`src/hdl/ssw_regs.vh`:
```
// constants for the supply supervisor and watchdog reset block
// assumes a 50 MHz system clock and a 32-bit avalon-mm register bus
`ifndef SSW_REGS_VH
`define SSW_REGS_VH

// clock and times
`define SSW_CLK_HZ        50000000
`define SSW_CYC_PER_MS    (`SSW_CLK_HZ / 1000)
`define SSW_T_HOLD_MS     250
`define SSW_T_HOLD_ALT_MS 200
`define SSW_T_WD0_MS      1400
`define SSW_T_WD1_MS      600
`define SSW_T_WD2_MS      200

// register byte offsets
`define SSW_OFS_CTRL      8'h00
`define SSW_OFS_STAT      8'h04
`define SSW_OFS_INT_STAT  8'h08
`define SSW_OFS_INT_EN    8'h0C
`define SSW_OFS_INT_CLR   8'h10

// control register fields
`define SSW_CTRL_SEL_LO   0
`define SSW_CTRL_SEL_HI   1
`define SSW_CTRL_PPE      2
`define SSW_CTRL_RST      3'h3

// timeout select codes
`define SSW_SEL_1400      2'h0
`define SSW_SEL_600       2'h1
`define SSW_SEL_200       2'h2
`define SSW_SEL_OFF       2'h3

// status register fields
`define SSW_STAT_RST      0
`define SSW_STAT_SUP      1
`define SSW_STAT_WD       2
`define SSW_STAT_WP       3

// interrupt event bits
`define SSW_EV_SUP_LOW    0
`define SSW_EV_WD_TMO     1
`define SSW_EV_RELEASE    2
`define SSW_EV_WR_REJ     3
`define SSW_EV_N          4

`endif

```
`src/hdl/ssw_sync2.v`:
```
// two flip-flop synchroniser for a bundle of independent levels
// assumes each bit is a slow level; no bus coherence across bits
module ssw_sync2 #(
	parameter W = 1
) (
	input  wire         clk_sys,
	input  wire         rst_n,
	input  wire [W-1:0] async_i,
	output wire [W-1:0] sync_o
);
	reg [W-1:0] meta_q;
	reg [W-1:0] sync_q;

	// first stage feeds only the second stage
	always @(posedge clk_sys or negedge rst_n) begin
		if (!rst_n) begin
			meta_q <= {W{1'b0}};
			sync_q <= {W{1'b0}};
		end else begin
			meta_q <= async_i;
			sync_q <= meta_q;
		end
	end

	assign sync_o = sync_q;
endmodule

```
`src/hdl/ssw_irq.v`:
```
// sticky event status, enable mask and write-one-to-clear
// assumes event and clear strobes are one-cycle pulses on clk_sys
module ssw_irq #(
	parameter N = 4
) (
	input  wire         clk_sys,
	input  wire         rst_n,
	input  wire [N-1:0] event_i,
	input  wire [N-1:0] clear_i,
	input  wire [N-1:0] enable_i,
	output wire [N-1:0] status_o,
	output wire         irq_o
);
	reg [N-1:0] status_q;
	genvar i;

	// set beats clear so an event in the clearing cycle is kept
	generate
		for (i = 0; i < N; i = i + 1) begin : g_bit
			always @(posedge clk_sys or negedge rst_n) begin
				if (!rst_n)
					status_q[i] <= 1'b0;
				else if (event_i[i])
					status_q[i] <= 1'b1;
				else if (clear_i[i])
					status_q[i] <= 1'b0;
			end
		end
	endgenerate

	assign status_o = status_q;
	assign irq_o    = |(status_q & enable_i);
endmodule

```
`src/hdl/ssw_top.v`:
```
// supply supervisor: timed reset generator, start-condition watchdog,
// serial memory port gating and an avalon-mm register slave
// assumes pins and the supply comparator are asynchronous to clk_sys,
// and that clk_sys stands in for the internal oscillator
//
// Our own choices: the Avalon-MM register port and the address map.
`include "ssw_regs.vh"

module ssw_top #(
	parameter        ACTIVE_HIGH = 0,
	parameter [31:0] HOLD_CYC    = `SSW_T_HOLD_MS * `SSW_CYC_PER_MS,
	parameter [31:0] WD0_CYC     = `SSW_T_WD0_MS * `SSW_CYC_PER_MS,
	parameter [31:0] WD1_CYC     = `SSW_T_WD1_MS * `SSW_CYC_PER_MS,
	parameter [31:0] WD2_CYC     = `SSW_T_WD2_MS * `SSW_CYC_PER_MS
) (
	input  wire        clk_sys,
	input  wire        rst_n,
	// avalon-mm slave
	input  wire [7:0]  avs_address,
	input  wire        avs_read,
	input  wire        avs_write,
	input  wire [31:0] avs_writedata,
	output reg  [31:0] avs_readdata,
	output wire        avs_waitrequest,
	output wire        irq,
	// pins and comparator
	input  wire        supply_ok_i,
	input  wire        scl_i,
	input  wire        sda_i,
	input  wire        wp_i,
	output wire        reset_pin_o,
	output wire        reset_pin_oe,
	// serial memory port gate
	output wire        mem_access_en,
	output reg         mem_abort
);
	localparam ST_HOLD = 1'b0;
	localparam ST_RUN  = 1'b1;

	// hold time must lie in the documented band
	localparam [31:0] HOLD_MIN = `SSW_T_HOLD_ALT_MS * `SSW_CYC_PER_MS;

	wire [2:0]  pin_s;
	wire        sup_s;
	wire        scl_s;
	wire        sda_s;
	wire        wp_s;
	reg         sda_prev_q;
	wire        start_cond;

	reg         state_q;
	reg         state_d;
	reg  [31:0] hold_cnt_q;
	reg  [31:0] hold_cnt_d;
	reg  [31:0] wd_cnt_q;
	reg  [31:0] wd_cnt_d;
	wire        wd_on;
	wire [31:0] wd_limit;
	wire        wd_tmo;

	reg  [2:0]  ctrl_q;
	reg         ack_q;
	wire        req;
	wire        wr_take;
	wire        ctrl_wr;
	wire        ctrl_rej;
	wire        reset_act;

	reg  [`SSW_EV_N-1:0] int_en_q;
	wire [`SSW_EV_N-1:0] int_clr;
	wire [`SSW_EV_N-1:0] int_stat;
	wire [`SSW_EV_N-1:0] events;

	// timeout length for a select code, used by the watchdog limit only
	function [31:0] wd_len;
		input [1:0] sel;
		begin
			case (sel)
				`SSW_SEL_1400: wd_len = WD0_CYC;
				`SSW_SEL_600:  wd_len = WD1_CYC;
				`SSW_SEL_200:  wd_len = WD2_CYC;
				default:       wd_len = 32'h0000_0000;
			endcase
		end
	endfunction

	// supply, scl, sda and wp all come from outside this clock
	ssw_sync2 #(
		.W (3)
	) u_sync_pins (
		.clk_sys (clk_sys),
		.rst_n   (rst_n),
		.async_i ({wp_i, sda_i, scl_i}),
		.sync_o  (pin_s)
	);

	ssw_sync2 #(
		.W (1)
	) u_sync_sup (
		.clk_sys (clk_sys),
		.rst_n   (rst_n),
		.async_i (supply_ok_i),
		.sync_o  (sup_s)
	);

	assign scl_s = pin_s[0];
	assign sda_s = pin_s[1];
	assign wp_s  = pin_s[2];

	// previous sda sample for the edge detector, after the synchroniser
	always @(posedge clk_sys or negedge rst_n) begin
		if (!rst_n)
			sda_prev_q <= 1'b1;
		else
			sda_prev_q <= sda_s;
	end

	// start condition: sda falls while scl is high
	assign start_cond = scl_s & sda_prev_q & ~sda_s;

	// select code decodes to a cycle count, 11 turns the dog off
	assign wd_limit = wd_len(ctrl_q[`SSW_CTRL_SEL_HI:`SSW_CTRL_SEL_LO]);
	assign wd_on    = (ctrl_q[`SSW_CTRL_SEL_HI:`SSW_CTRL_SEL_LO] != `SSW_SEL_OFF);

	// expiry when the bus has been idle for the full window
	assign wd_tmo = wd_on && (state_q == ST_RUN) && (wd_cnt_q >= wd_limit - 32'h0000_0001);

	// reset sequencer: hold until supply is good for the whole hold time
	always @* begin
		state_d    = state_q;
		hold_cnt_d = hold_cnt_q;
		wd_cnt_d   = wd_cnt_q;
		case (state_q)
			ST_HOLD: begin
				wd_cnt_d = 32'h0000_0000;
				if (!sup_s) begin
					hold_cnt_d = 32'h0000_0000;               // any dip restarts the wait
				end else if (hold_cnt_q >= HOLD_CYC - 32'h0000_0001) begin
					hold_cnt_d = 32'h0000_0000;
					state_d    = ST_RUN;                       // release after hold time
				end else begin
					hold_cnt_d = hold_cnt_q + 32'h0000_0001;
				end
			end
			ST_RUN: begin
				hold_cnt_d = 32'h0000_0000;
				if (!sup_s) begin
					state_d  = ST_HOLD;                        // low supply asserts reset
					wd_cnt_d = 32'h0000_0000;
				end else if (wd_tmo) begin
					state_d  = ST_HOLD;                        // watchdog expiry asserts reset
					wd_cnt_d = 32'h0000_0000;
				end else if (start_cond || !wd_on) begin
					wd_cnt_d = 32'h0000_0000;                  // restart from zero
				end else begin
					wd_cnt_d = wd_cnt_q + 32'h0000_0001;
				end
			end
			default: begin
				state_d    = ST_HOLD;
				hold_cnt_d = 32'h0000_0000;
				wd_cnt_d   = 32'h0000_0000;
			end
		endcase
	end

	// power-up starts in hold with reset active
	always @(posedge clk_sys or negedge rst_n) begin
		if (!rst_n) begin
			state_q    <= ST_HOLD;
			hold_cnt_q <= 32'h0000_0000;
			wd_cnt_q   <= 32'h0000_0000;
		end else begin
			state_q    <= state_d;
			hold_cnt_q <= hold_cnt_d;
			wd_cnt_q   <= wd_cnt_d;
		end
	end

	assign reset_act = (state_q == ST_HOLD);

	// open drain: only ever pull low; the high level (inactive unless ACTIVE_HIGH) comes from the pull-up
	assign reset_pin_o  = 1'b0;
	assign reset_pin_oe = ACTIVE_HIGH ? ~reset_act : reset_act;

	// memory port closed for the whole reset, including power-up
	assign mem_access_en = ~reset_act;

	// one-cycle abort when a running system is thrown into reset
	always @(posedge clk_sys or negedge rst_n) begin
		if (!rst_n)
			mem_abort <= 1'b0;
		else
			mem_abort <= (state_q == ST_RUN) && (state_d == ST_HOLD);
	end

	// bus: one wait cycle on every access, then the answer
	assign req             = avs_read | avs_write;
	assign avs_waitrequest = req & ~ack_q;
	assign wr_take         = avs_write & ack_q;

	always @(posedge clk_sys or negedge rst_n) begin
		if (!rst_n)
			ack_q <= 1'b0;
		else
			ack_q <= req & ~ack_q;
	end

	// control writes are locked out by the protect pin plus its enable
	assign ctrl_wr  = wr_take && (avs_address == `SSW_OFS_CTRL);
	assign ctrl_rej = ctrl_wr && wp_s && ctrl_q[`SSW_CTRL_PPE];

	// select bits are not touched by supply or watchdog resets;
	// only rst_n, standing in for the stored default, reloads them
	always @(posedge clk_sys or negedge rst_n) begin
		if (!rst_n)
			ctrl_q <= `SSW_CTRL_RST;
		else if (ctrl_wr && !ctrl_rej)
			ctrl_q <= avs_writedata[2:0];
	end

	// interrupt enable register
	always @(posedge clk_sys or negedge rst_n) begin
		if (!rst_n)
			int_en_q <= {`SSW_EV_N{1'b0}};
		else if (wr_take && (avs_address == `SSW_OFS_INT_EN))
			int_en_q <= avs_writedata[`SSW_EV_N-1:0];
	end

	assign int_clr = (wr_take && (avs_address == `SSW_OFS_INT_CLR)) ?
	                 avs_writedata[`SSW_EV_N-1:0] : {`SSW_EV_N{1'b0}};

	// event pulses from the sequencer and the write path
	assign events[`SSW_EV_SUP_LOW] = (state_q == ST_RUN) && !sup_s;
	assign events[`SSW_EV_WD_TMO]  = (state_q == ST_RUN) && sup_s && wd_tmo;
	assign events[`SSW_EV_RELEASE] = (state_q == ST_HOLD) && (state_d == ST_RUN);
	assign events[`SSW_EV_WR_REJ]  = ctrl_rej;

	ssw_irq #(
		.N (`SSW_EV_N)
	) u_irq (
		.clk_sys  (clk_sys),
		.rst_n    (rst_n),
		.event_i  (events),
		.clear_i  (int_clr),
		.enable_i (int_en_q),
		.status_o (int_stat),
		.irq_o    (irq)
	);

	// read data loaded in the wait cycle and held through the answer;
	// unmapped and write-only offsets read zero
	always @(posedge clk_sys or negedge rst_n) begin
		if (!rst_n) begin
			avs_readdata <= 32'h0000_0000;
		end else if (avs_read && !ack_q) begin
			case (avs_address)
				`SSW_OFS_CTRL:     avs_readdata <= {29'h0000_0000, ctrl_q};
				`SSW_OFS_STAT:     avs_readdata <= {28'h000_0000, wp_s,
				                                    wd_on & ~reset_act, sup_s, reset_act};
				`SSW_OFS_INT_STAT: avs_readdata <= {28'h000_0000, int_stat};
				`SSW_OFS_INT_EN:   avs_readdata <= {28'h000_0000, int_en_q};
				default:           avs_readdata <= 32'h0000_0000;
			endcase
		end
	end

	// HOLD_MIN documents the lower end of the allowed hold band
	wire hold_in_band = (HOLD_CYC >= HOLD_MIN);
endmodule

```
`config.mk`:
```
export PLATFORM = sky130hd
export DESIGN_NAME = ssw_top
export DESIGN_NICKNAME = d
export VERILOG_FILES = /design/src/hdl/ssw_sync2.v /design/src/hdl/ssw_irq.v /design/src/hdl/ssw_top.v
export VERILOG_INCLUDE_DIRS = /design/src /design/src/hdl
export SDC_FILE = /design/constraint.sdc
export NUM_CORES = 1
export LEC_CHECK = 0
export BUFFER_PORTS_ARGS = -buffer_cell sky130_fd_sc_hd__buf_4
export CAP_MARGIN = 20
export CORE_UTILIZATION = 40
export DETAILED_ROUTE_END_ITERATION = 8
export GPL_ROUTABILITY_DRIVEN = 0
export GPL_TIMING_DRIVEN = 0
export PLACE_DENSITY_LB_ADDON = 0.05
export SLEW_MARGIN = 20
export SYNTH_ARGS = -nofsm -noshare
export SYNTH_HDL_FRONTEND = slang
export SYNTH_HIERARCHICAL = 1
export SYNTH_SLANG_ARGS = --single-unit
export TNS_END_PERCENT = 30
```
`constraint.sdc`:
```
create_clock -name clk_sys -period 2.95 [get_ports clk_sys]
set_input_delay 0.4425 -clock clk_sys [delete_from_list [all_inputs] [get_ports clk_sys]]
set_output_delay 0.4425 -clock clk_sys [all_outputs]
set_load 0.01 [all_outputs]
```
==> results of run 1 <==
-- where the power goes --
group	total [W]	internal [W]	leakage (nW)	switching (W)
Sequential	0.00128	0.00127	1.21	0.0000136
Clock	0.00123	0.000766	0.157	0.000467
Combinational	0.000187	0.0000837	1.31	0.000103
-- sequential cells by signal, summed over array words and instances (netlist names), 3 cells and up --
signal / count
avs_readdata: 4
ctrl_q: 3
hold_cnt_q: 32
int_en_q: 4
u_irq/status_o: 4
u_sync_pins/meta_q: 3
u_sync_pins/sync_o: 3
wd_cnt_q: 32
-- area by class of cell --
cell class	count	area [µm²]	share of cell area
inverter	19	78.83	0.01281
sequential	91	2281	0.3706
buffer	43	324.1	0.05265
clock buffer	12	246.5	0.04005
timing repair buffer	40	307.8	0.05001
clock inverter	4	73.82	0.01199
tap	168	210.2	0.03415
multi-input combinational	374	2633	0.4277
-- critical path, cell delays in order (launching register included) --
cell and delay, ps:
sky130_fd_sc_hd__dfstp_2 600, sky130_fd_sc_hd__ha_4 180, sky130_fd_sc_hd__clkinvlp_4 150, sky130_fd_sc_hd__buf_4 180
sky130_fd_sc_hd__ha_1 260, sky130_fd_sc_hd__a31oi_1 70, sky130_fd_sc_hd__or4b_4 530, sky130_fd_sc_hd__a2111oi_4 350
sky130_fd_sc_hd__buf_6 190, sky130_fd_sc_hd__buf_8 160, sky130_fd_sc_hd__nor3_1 60
-- layout by cell type (no fill, tap or decap), types with 3 or more instances in the layout --
cell type,instances
sky130_fd_sc_hd__nor3_1,23
sky130_fd_sc_hd__and3_1,12
sky130_fd_sc_hd__xnor2_1,39
sky130_fd_sc_hd__dfstp_2,3
sky130_fd_sc_hd__dfrtp_1,88
sky130_fd_sc_hd__clkbuf_1,8
sky130_fd_sc_hd__o21ai_0,7
sky130_fd_sc_hd__xor2_1,12
sky130_fd_sc_hd__nand2_1,32
sky130_fd_sc_hd__a31oi_1,5
sky130_fd_sc_hd__nor2_1,45
sky130_fd_sc_hd__clkbuf_16,9
sky130_fd_sc_hd__nand4_1,8
sky130_fd_sc_hd__nand3_1,23
sky130_fd_sc_hd__nor4_1,6
sky130_fd_sc_hd__conb_1,37
sky130_fd_sc_hd__nor3_2,23
sky130_fd_sc_hd__a21o_1,4
sky130_fd_sc_hd__buf_8,3
sky130_fd_sc_hd__inv_1,17
sky130_fd_sc_hd__mux2_2,7
sky130_fd_sc_hd__and2_1,7
sky130_fd_sc_hd__buf_4,69
sky130_fd_sc_hd__a21oi_1,7
sky130_fd_sc_hd__ha_1,30
sky130_fd_sc_hd__mux4_2,3
sky130_fd_sc_hd__and4_1,11
-- per-layer routing --
layer | part of all wire | vias up | global-route usage
met5 | 0 | - | 0
met4 | 0.020 | 0 | 0.07632
li1 | - | 1825 | -
met1 | 0.47 | 1768 | 0.2218
met3 | 0.031 | 13 | 0.02976
met2 | 0.48 | 60 | 0.2809
-- final timing paths --
| kind | startpoint | end | cells past startpoint |
|---|---|---|---|
| setup reg to reg | ctrl_q[0]$_DFFE_PN1P_ | wd_cnt_q[0]$_DFF_PN0_ | 10 |
| hold reg to reg | u_sync_pins/meta_q[1]$_DFF_PN0_ | u_sync_pins/sync_o[1]$_DFF_PN0_ | 0 |
| hold / removal | rst_n | wd_cnt_q[5]$_DFF_PN0_ | 1 |
| setup / recovery | ctrl_q[0]$_DFFE_PN1P_ | wd_cnt_q[0]$_DFF_PN0_ | 10 |
| max in group asynchronous | rst_n | hold_cnt_q[1]$_DFF_PN0_ | 1 |
| min in group clk_sys | wp_i | u_sync_pins/meta_q[2]$_DFF_PN0_ | 1 |
-- repair_timing --
item / CTS / global route
cloned: 0 / 0
resized for setup: 11 / 37
setup buffers: 11 / 3
pin swaps: 2 / 4
hold endpoints to repair: 0 / 0
setup endpoints to repair: 35 / 32
-- cells by family after synthesis --
family          Yosys count
simple gates            202
flops                    91
compound gates           42
xor+xnor                 51
fa+ha+maj                32
mux                      10
other cells               1
buf+inv                  62
-- per-stage QoR --
step / area (µm²) / setup TNS (ps)
floorplan: 5115 / 0
global placement: 5520 / -8854
detailed placement: 5524 / -9156
CTS: 5978 / 0
global route: 6155 / -193.4
finish: 6155 / 0
==> Flow_metrics.wiki, run 1 <==
{| class="wikitable"
! Metric !! Value
|-
| Cell Count Post-Placement || 721
|-
| TritonCTS sink count || 91
|-
| Via total after detailed routing || 3666
|-
| Layout fillers || 1104
|-
| Share of post-route cells with drive strength above 1 || 0.2401
|-
| Via-per-instance ratio || 4.881
|-
| Core region area || 0.01206 mm²
|-
| Port-buffer cells || 26
|-
| Final core occ || 0.5103
|-
| Fraction of the mapped netlist area in compound gates || 0.06131
|-
| Total overflow reported by the global router || 0
|-
| Critical Setup Path Class || register to register
|-
| Crit path DAT || 3080 ps
|-
| Max clock buf depth || 2
|-
| H-tree levels || 3
|-
| Fraction of registers with async set or reset after synthesis || 1.000
|-
| Maxcap violations || 0
|-
| Tot Pwr || 0.002702 W
|-
| Most common flop cell mapped by yosys || sky130_fd_sc_hd__dfrtp_1
|-
| FP Rows || 40
|-
| Setup repair after global routing missed its margin || yes
|-
| Number of warnings reported in the yosys synthesis log || 6
|-
| Post-synthesis cell area || 0.004980 mm²
|-
| Final critical delay including setup and external delays || 2850 ps
|-
| CP Max Fanout || 10
|-
| Number of antenna violations at the first check in global routing || 0
|-
| Final Max Tran Viols || 0
|-
| Number of buffers created by CTS || 9
|-
| Cell taking the most area after synthesis || sky130_fd_sc_hd__dfrtp_1
|-
| Count of antenna diodes in the layout || 0
|-
| Largest net degree at the start of global routing || 92
|-
| Initial core utilization || 0.4129
|-
| Worst hold-check slack || 139.6 ps
|-
| Length of the first detailed-routing pass in iterations || 4
|-
| First-pass GRT wire length || 17310 µm
|-
| Final worst slack || 100.4 ps
|-
| Mux share of post-synthesis cell area || 0.02940
|-
| Non-filler instance count after layout || 751
|-
| Vertical die dimension || 113.6 µm
|-
| Area delta synth->final || 23.59%
|-
| Number of global-route vias before repair || 3604
|-
| Yosys top cell area share || 0.4422
|-
| Pre-CTS worst setup slack || -345.8 ps
|-
| Instance count of the mapped netlist || 491
|-
| Most frequent cell after synthesis || sky130_fd_sc_hd__dfrtp_1
|-
| Critical Path Source Type || register
|-
| Final WL || 9981 µm
|-
| Relative slew margins || 0.4391
|-
| Portion of the post-synthesis area used by sequential elements || 0.4580
|-
| Lkg Pwr || 2.675 nW
|-
| Synthesis-stage register bit count || 91
|-
| Final Hold Violating Endpoints || 0
|-
| Post-DRT Antenna Nets || 0
|-
| Full die area || 0.01290 mm²
|-
| Insertion delay to the later sink of the worst-skew pair || 350 ps
|-
| Worst endpoint required time || 3180 ps
|-
| Slew at the pin closest to its max-slew limit || 841.3 ps
|-
| DRC viols || 0
|-
| Dominant combinational cell family by area after synthesis || simple AND/OR/NAND/NOR gates
|-
| Most common library cells after synthesis || 88 x sky130_fd_sc_hd__dfrtp_1, 46 x sky130_fd_sc_hd__nor3_1, 45 x sky130_fd_sc_hd__nor2_1
|-
| Number of distinct library cells after synthesis || 49
|-
| Adder-cell share of the synthesized area || 0.08040
|-
| Global-route usage over all layers || 0.1712
|-
| Area share of and/or/nand/nor cells after synthesis || 0.2068
|-
| Worst vdd rail ir drop || 428.1 µV
|-
| Post-Synth XOR/XNOR Area || 0.08970
|-
| Status || completed
|-
| EDFF count, synth || 0
|-
| Min-delay worst type || input pin to asynchronous set/reset pin
|-
| R2R Setup Slk || 100 ps
|-
| Count of routing violations after the opening detailed-route iteration || 169
|-
| CTS tree || done
|-
| Root buffer cell || sky130_fd_sc_hd__clkbuf_16
|-
| Avg WL per Cell || 13.29 µm
|-
| Max Clk Rate || 0.3509 GHz
|-
| Cts hold-fix bufs || 0
|-
| Setup Skew || 8.102 ps
|-
| Average instance area after synthesis || 10.14 µm²
|-
| Period utilization || 0.9660
|-
| Number of nets at the end of the flow || 658
|-
| Count of final setup violators || 0
|-
| Worst Setup End Kind || register
|-
| Total power per unit cell area || 439.1 mW/mm²
|-
| Cell types with the largest area share after synthesis || sky130_fd_sc_hd__dfrtp_1 44%, sky130_fd_sc_hd__ha_1 8.0%, sky130_fd_sc_hd__xnor2_1 6.9%
|-
| Die W || 113.6 µm
|-
| Clock edge transition at the registers on the reported setup and hold paths || 60 ps
|-
| Top Ports || 86
|-
| DPL Wire Length || 6910 µm
|}
Power figures use the tool's default switching activity.
==> inputs of run 2 (changes only) <==
--- a/config.mk
+++ b/config.mk
@@ -14,4 +14,5 @@
 export GPL_TIMING_DRIVEN = 0
 export PLACE_DENSITY_LB_ADDON = 0.05
+export RECOVER_POWER = 50
 export SLEW_MARGIN = 20
 export SYNTH_ARGS = -nofsm -noshare
==> constraint.sdc (replaced) <==
create_clock -name clk_sys -period 2.95 [get_ports clk_sys]
set_input_delay 0.295 -clock clk_sys [delete_from_list [all_inputs] [get_ports clk_sys]]
set_output_delay 0.295 -clock clk_sys [all_outputs]
set_load 0.01 [all_outputs]
==> run 2 against run 1 <==
Net effect:
- the flow now finishes with violations (max-capacitance violations, max-slew violations)
- critical path depth is the same
- core utilization shrank 0.052 points
- setup slack is essentially flat
- via count is essentially flat
- clock-buffer cell count is the same
- clock power is essentially flat
- combinational power is essentially flat
- clock skew is essentially flat
- die area is the same
- cell count is the same
- largest power group unchanged
- register-to-register slack is essentially flat
- fmax is essentially flat
==> Flow_metrics.wiki, run 2 (synthesis gave the netlist of run 1 again) <==
{| class="wikitable"
! Metric !! Value
|-
| Number of buffers created by CTS || 9 (unchanged)
|-
| Period utilization || 0.9660 (about the same)
|-
| Most common cell after layout, fill and taps aside || sky130_fd_sc_hd__dfrtp_1
|-
| First-pass GRT wire length || 17310 µm (unchanged)
|-
| Count of final setup violators || 0 (unchanged)
|-
| Via total after detailed routing || 3663 (-0.082%)
|-
| Post-DRT Antenna Nets || 0 (unchanged)
|-
| Failing checks || max-capacitance violations, max-slew violations
|-
| Lkg Pwr || 2.673 nW (-0.10%)
|-
| Final std cell area, no fill || 0.006148 mm² (-0.10%)
|-
| Final Hold Violating Endpoints || 0 (unchanged)
|-
| Crit path DAT || 3080 ps (about the same)
|-
| Worst endpoint required time || 3180 ps (about the same)
|-
| Worst r2r path cells || 10 (unchanged)
|-
| Relative slew margins || -0.5025 (-0.9416)
|-
| Area used by sequential logic in the layout || 0.002281 mm² (unchanged)
|-
| Largest net degree at the start of global routing || 92 (unchanged)
|-
| Count of antenna diodes in the layout || 0 (unchanged)
|-
| Via-per-instance ratio || 4.877 (about the same)
|-
| Final critical delay including setup and external delays || 2850 ps (+0.006000 ps)
|-
| Cell Count Post-Placement || 721 (unchanged)
|-
| Global-route usage over all layers || 0.1712 (unchanged)
|-
| CTS tree || done
|-
| Share of post-route cells with drive strength above 1 || 0.2401 (unchanged)
|-
| Sum Neg Setup Slack || 0 ps (unchanged)
|-
| Status || complete, but fails checks
|-
| CP Max Fanout || 10 (unchanged)
|-
| FF-to-FF Start || ctrl_q[0]$_DFFE_PN1P_
|-
| Launch instance of the worst min-delay path || wp_i
|-
| Critical path launch point || ctrl_q[0]$_DFFE_PN1P_
|-
| Total power per unit cell area || 439.4 mW/mm² (about the same)
|-
| Avg WL per Cell || 13.28 µm (about the same)
|-
| Worst vdd rail ir drop || 427.8 µV (about the same)
|-
| Vertical die dimension || 113.6 µm (unchanged)
|-
| Slew at the pin closest to its max-slew limit || 2254 ps (+1412 ps)
|-
| Critical Setup Path Class || register to register
|-
| Number of nets at the end of the flow || 658 (unchanged)
|-
| Final WL || 9974 µm (about the same)
|-
| Worst Setup End Kind || register
|-
| Area of the multi-input gates || 0.002633 mm² (unchanged)
|-
| Total overflow reported by the global router || 0 (unchanged)
|-
| Top library cells by usage in the layout, fill and taps aside || 88 x sky130_fd_sc_hd__dfrtp_1, 65 x sky130_fd_sc_hd__buf_4, 45 x sky130_fd_sc_hd__nor2_1, 39 x sky130_fd_sc_hd__xnor2_1, 37 x sky130_fd_sc_hd__conb_1
|-
| Layout fillers || 1105 (+0.091%)
|-
| Full die area || 0.01290 mm² (unchanged)
|-
| Area delta synth->final || 23.47%
|-
| Max clock buf depth || 2 (unchanged)
|-
| Insertion delay to the later sink of the worst-skew pair || 350 ps (about the same)
|-
| Core region area || 0.01206 mm² (unchanged)
|-
| Non-filler instance count after layout || 751 (unchanged)
|-
| Total placed instance area || 0.005524 mm² (unchanged)
|-
| Length of the first detailed-routing pass in iterations || 4 (unchanged)
|-
| Clock edge transition at the registers on the reported setup and hold paths || 70 ps (about the same)
|-
| Final Max Tran Viols || 92 (+92)
|-
| DPL Wire Length || 6910 µm (unchanged)
|-
| Port-buffer cells || 26 (unchanged)
|-
| Min-delay worst type || input pin to register
|-
| Setup repair after global routing missed its margin || yes
|-
| Top Registers || hold_cnt_q: 32 flops, wd_cnt_q: 32 flops
|-
| Number of antenna violations at the first check in global routing || 0 (unchanged)
|-
| Root buffer cell || sky130_fd_sc_hd__clkbuf_16
|-
| TritonCTS sink count || 91 (unchanged)
|-
| Initial core utilization || 0.4129 (unchanged)
|-
| H-tree levels || 3 (unchanged)
|-
| Top Ports || 86 (unchanged)
|-
| Maxcap violations || 1 (+1)
|-
| Die W || 113.6 µm (unchanged)
|-
| DRC viols || 0 (unchanged)
|-
| FP Rows || 40 (unchanged)
|-
| Worst Hold Depth || 1
|-
| Count of routing violations after the opening detailed-route iteration || 169 (unchanged)
|-
| Number of global-route vias before repair || 3604 (unchanged)
|-
| Critical Path Source Type || register
|-
| Setup Skew || 8.100 ps (-0.002240 ps)
|-
| Max Clk Rate || 0.3509 GHz (about the same)
|-
| Tot Pwr || 0.002701 W (about the same)
|}
run 2: what timing repair did:
item                                    CTS  global route
endpoints found under the setup margin   35            32
gates resized for setup                  11            37
hold buffers                              0             0
buffers inserted                         11             3
pin swaps                                 2             4
run 2: final timing paths:
path | endpoint | slack, ps
worst max register to register | wd_cnt_q[0]$_DFF_PN0_ | 100
max in group asynchronous | hold_cnt_q[1]$_DFF_PN0_ | 1000
worst max-delay path | wd_cnt_q[0]$_DFF_PN0_ | 100
worst min-delay path | u_sync_pins/meta_q[2]$_DFF_PN0_ | 70
worst min register to register | u_sync_pins/sync_o[1]$_DFF_PN0_ | 350
min in group asynchronous | wd_cnt_q[5]$_DFF_PN0_ | 580
run 2: cell type report:
class,count,area share
inverter,19,0.01282
sequential,91,0.3710
multi-input combinational,374,0.4282
timing repair buffer,40,0.04904
buffer,43,0.05271
clock inverter,4,0.01201
clock buffer,12,0.04009
tap,168,0.03419
run 2: per-layer routing:
| metal | part of all wire | track usage |
|---|---|---|
| met5 | 0 | 0 |
| met4 | 0.020 | 0.07632 |
| met3 | 0.030 | 0.02976 |
| met2 | 0.48 | 0.2809 |
| met1 | 0.47 | 0.2218 |
run 2: per-stage QoR:
stage                     hold WS (ps)  setup WS (ps)    util
after floorplan                -0.5911          152.1       -
after global placement           336.2         -301.3  0.4577
after detailed placement         334.7         -345.8  0.4580
after CTS                        35.68          55.90  0.4956
after global routing             59.85         -31.31  0.5098
final                            71.50          100.4  0.5098
run 2: power by group:
group | internal [W] | switching (W)
clock | 0.000766 | 0.000467
sequential | 0.00127 | 0.0000136
combinational | 0.0000825 | 0.000103
total | 0.00212 | 0.000584
run 2: critical path, stage by stage, from the launching register on:
cell and delay [ps]:
sky130_fd_sc_hd__dfstp_2 600, sky130_fd_sc_hd__ha_4 180, sky130_fd_sc_hd__clkinvlp_4 150, sky130_fd_sc_hd__buf_4 180
sky130_fd_sc_hd__ha_1 260, sky130_fd_sc_hd__a31oi_1 70, sky130_fd_sc_hd__or4b_4 530, sky130_fd_sc_hd__a2111oi_4 350
sky130_fd_sc_hd__buf_6 190, sky130_fd_sc_hd__buf_8 160, sky130_fd_sc_hd__nor3_1 60
==> inputs of run 3 (changes only) <==
- BUFFER_PORTS_ARGS: -buffer_cell sky130_fd_sc_hd__buf_4 -> unset
- CORE_UTILIZATION: 40 -> 45
- DONT_BUFFER_PORTS: unset -> 1
- GPL_TIMING_DRIVEN: 0 -> 1
==> run 3 against run 2 <==
Net effect:
- the run still ends with max-capacitance violations, max-slew violations left
- non-clock buffer count is 60 lower
- via count shrank 4.8%
- total power down 16%
- critical path type unchanged
- core utilization about the same
- cell count is 12% lower
==> Flow_metrics.wiki, run 3 (synthesis gave the netlist of run 1 again) <==
{| class="wikitable"
! Metric !! Value
|-
| Status || complete, but fails checks
|-
| Failing checks || max-capacitance violations, max-slew violations
|-
| Lkg Pwr || 2.295 nW (-14%)
|-
| Amount of wire on met3 after detailed routing || 422 µm (+39%)
|-
| Top library cells by usage in the layout, fill and taps aside || 88 x sky130_fd_sc_hd__dfrtp_1, 46 x sky130_fd_sc_hd__nor3_1, 45 x sky130_fd_sc_hd__nor2_1, 39 x sky130_fd_sc_hd__xnor2_1, 37 x sky130_fd_sc_hd__conb_1
|-
| Largest net degree at the start of global routing || 92 (unchanged)
|-
| Area of the multi-input gates || 0.002536 mm² (-3.7%)
|-
| Clock edge transition at the registers on the reported setup and hold paths || 90 ps (+20 ps)
|-
| Avg WL per Cell || 15.36 µm (+16%)
|-
| Critical path launch point || ctrl_q[0]$_DFFE_PN1P_
|-
| Number of buffers created by CTS || 9 (unchanged)
|-
| Setup Skew || 15.48 ps (+7.375 ps)
|-
| Via total after detailed routing || 3489 (-4.8%)
|-
| Worst vdd rail ir drop || 290.7 µV (-32%)
|-
| Worst Hold Depth || 1 (unchanged)
|-
| CP Max Fanout || 7 (-3)
|-
| R2R Setup Slk || 70 ps (-30 ps)
|-
| Worst-case hold path end point || int_en_q[0]$_DFFE_PN0P_
|-
| Slowest stage cell on the critical path || sky130_fd_sc_hd__dfstp_2
|-
| Slew at the pin closest to its max-slew limit || 2020 ps (-233.5 ps)
|-
| Met2 layer wire length in the routed design || 4525 µm (-5.3%)
|-
| Count of routing violations after the opening detailed-route iteration || 206 (+22%)
|-
| H-tree levels || 3 (unchanged)
|-
| Layout fillers || 1000 (-9.5%)
|-
| Area delta synth->final || 10.58%
|-
| Core region area || 0.01079 mm² (-11%)
|-
| Top Registers || hold_cnt_q: 32 flops, wd_cnt_q: 32 flops
|-
| Final WL || 10180 µm (+2.1%)
|-
| Top Ports || 86 (unchanged)
|-
| Routed metal-1 wirelength || 5056 µm (+7.7%)
|-
| TritonCTS sink count || 91 (unchanged)
|-
| Number of global-route vias before repair || 3343 (-7.2%)
|-
| Max Clk Rate || 0.3475 GHz (-0.98%)
|-
| Cell-by-cell listing of the critical path || inv_2 > buf_6 > ha_1 > ha_1 > nand2_1 > or4b_4 > a2111oi_4 > buf_6 > clkbuf_16 > nor3_1
|-
| Insertion delay to the later sink of the worst-skew pair || 370 ps (+20 ps)
|-
| Length of the first detailed-routing pass in iterations || 4 (unchanged)
|-
| Area used by sequential logic in the layout || 0.002281 mm² (unchanged)
|-
| Highest signal layer in the routed design || met4
|-
| Relative slew margins || -0.3468 (+0.1556)
|-
| Max clock buf depth || 2 (unchanged)
|-
| Critical Path Source Type || register
|-
| Post-DRT Antenna Nets || 0 (unchanged)
|-
| Launch instance of the worst min-delay path || avs_writedata[0]
|-
| Initial core utilization || 0.4614 (+0.04853)
|-
| Worst endpoint required time || 3200 ps (+20 ps)
|-
| First-pass GRT wire length || 16400 µm (-5.2%)
|-
| Global-route usage over all layers || 0.1866 (+0.01538)
|-
| DPL Wire Length || 6451 µm (-6.6%)
|-
| Final Hold Violating Endpoints || 0 (unchanged)
|-
| DRC viols || 0 (unchanged)
|-
| Number of antenna violations at the first check in global routing || 0 (unchanged)
|-
| Total power per unit cell area || 409.7 mW/mm² (-6.8%)
|-
| Vertical die dimension || 107.2 µm (-5.6%)
|-
| Crit path DAT || 3130 ps (+50 ps)
|-
| Via-per-instance ratio || 5.262 (+7.9%)
|-
| FF-to-FF Start || ctrl_q[0]$_DFFE_PN1P_
|-
| Critical Setup Path Class || register to register
|-
| Delay of the slowest cell on the worst path || 610 ps (about the same)
|-
| Worst r2r path cells || 10 (unchanged)
|-
| CTS tree || done
|-
| FP Rows || 38 (-5.0%)
|-
| Final Max Tran Viols || 92 (unchanged)
|-
| Count of final setup violators || 0 (unchanged)
|-
| Port-buffer cells || 0 (-100%)
|-
| Worst Setup End Kind || register
|-
| Count of antenna diodes in the layout || 0 (unchanged)
|-
| Share of post-route cells with drive strength above 1 || 0.1128 (-0.1273)
|-
| Number of nets at the end of the flow || 598 (-9.1%)
|-
| Full die area || 0.01149 mm² (-11%)
|-
| Min-delay worst type || input pin to register
|-
| Die W || 107.2 µm (-5.6%)
|-
| Final core occ || 0.5102 (about the same)
|-
| Maxcap violations || 1 (unchanged)
|-
| Total overflow reported by the global router || 0 (unchanged)
|-
| Most common cell after layout, fill and taps aside || sky130_fd_sc_hd__dfrtp_1
|-
| Final critical delay including setup and external delays || 2878 ps (+28.08 ps)
|-
| Worst hold-check slack || 66.70 ps (-4.803 ps)
|-
| Root buffer cell || sky130_fd_sc_hd__clkbuf_8
|-
| Worst R2R End || wd_cnt_q[26]$_DFF_PN0_
|-
| Period utilization || 0.9755 (+0.009520)
|}
## run 3: repair_timing
item                                    4_1_cts  5_1_grt
gates resized for setup                       1       15
endpoints found under the hold margin        95        0
hold buffers                                  6        0
gates cloned                                  0        5
buffers inserted                              0        2
pin swaps                                     0        1
endpoints found under the setup margin        2       34
## run 3: critical path: cells and delay by family (launching register included)
family	cells	cell delay [ps]
flip-flops	1	610
AND/OR/NAND/NOR	3	610
adder cells (fa/ha/maj)	2	500
buffers and inverters	4	570
AO/OA/AOI/OAI	1	460
## run 3: worst max path at each step
stage / to / cells past startpoint
after floorplan: wd_cnt_q[10]$_DFF_PN0_ / 8
after global placement: u_irq/status_o[1]$_DFFE_PN0P_ / 9
after global routing: wd_cnt_q[4]$_DFF_PN0_ / 10
after detailed placement: u_irq/status_o[1]$_DFFE_PN0P_ / 9
after CTS: wd_cnt_q[12]$_DFF_PN0_ / 9
final: wd_cnt_q[26]$_DFF_PN0_ / 10
## run 3: power by group
group / switching [W] / total (W) / internal [W] / leakage [nW]
Clock: 0.000436 / 0.000853 / 0.000417 / 0.0909
Sequential: 0.0000144 / 0.00128 / 0.00127 / 1.21
Combinational: 0.0000838 / 0.000121 / 0.0000375 / 0.998
Total: 0.000534 / 0.00226 / 0.00172 / 2.29
## run 3: final cells by class
| type | count | area share |
|---|---|---|
| clock buffers | 14 | 0.02772 |
| clock inverters | 2 | 0.006817 |
| inverters | 19 | 0.01295 |
| multi-input cells | 374 | 0.4606 |
| flip-flops and latches | 91 | 0.4142 |
| well taps | 140 | 0.03181 |
| repair buffers | 23 | 0.04590 |
## run 3: routing by layer
metal  global-route usage  up-vias
met4              0.08904        0
met5                    0        -
li1                     -     1702
met1               0.2549     1704
met3              0.04377       12
met2               0.2783       71
## run 3: metrics by stage
step | setup WS, ps | total power (W) | setup TNS (ps) | area (µm²) | std cells
2_1_floorplan | 152.1 | 0.001403 | 0 | 5115 | 527
3_3_place_gp | 26.17 | 0.001392 | 0 | 5082 | 634
3_5_place_dp | -2.752 | 0.001395 | -2.752 | 5082 | 634
4_1_cts | 18.99 | 0.002300 | 0 | 5350 | 656
5_1_grt | -5.974 | 0.002359 | -32.96 | 5507 | 663
6_report | 72.34 | 0.002256 | 0 | 5507 | 663
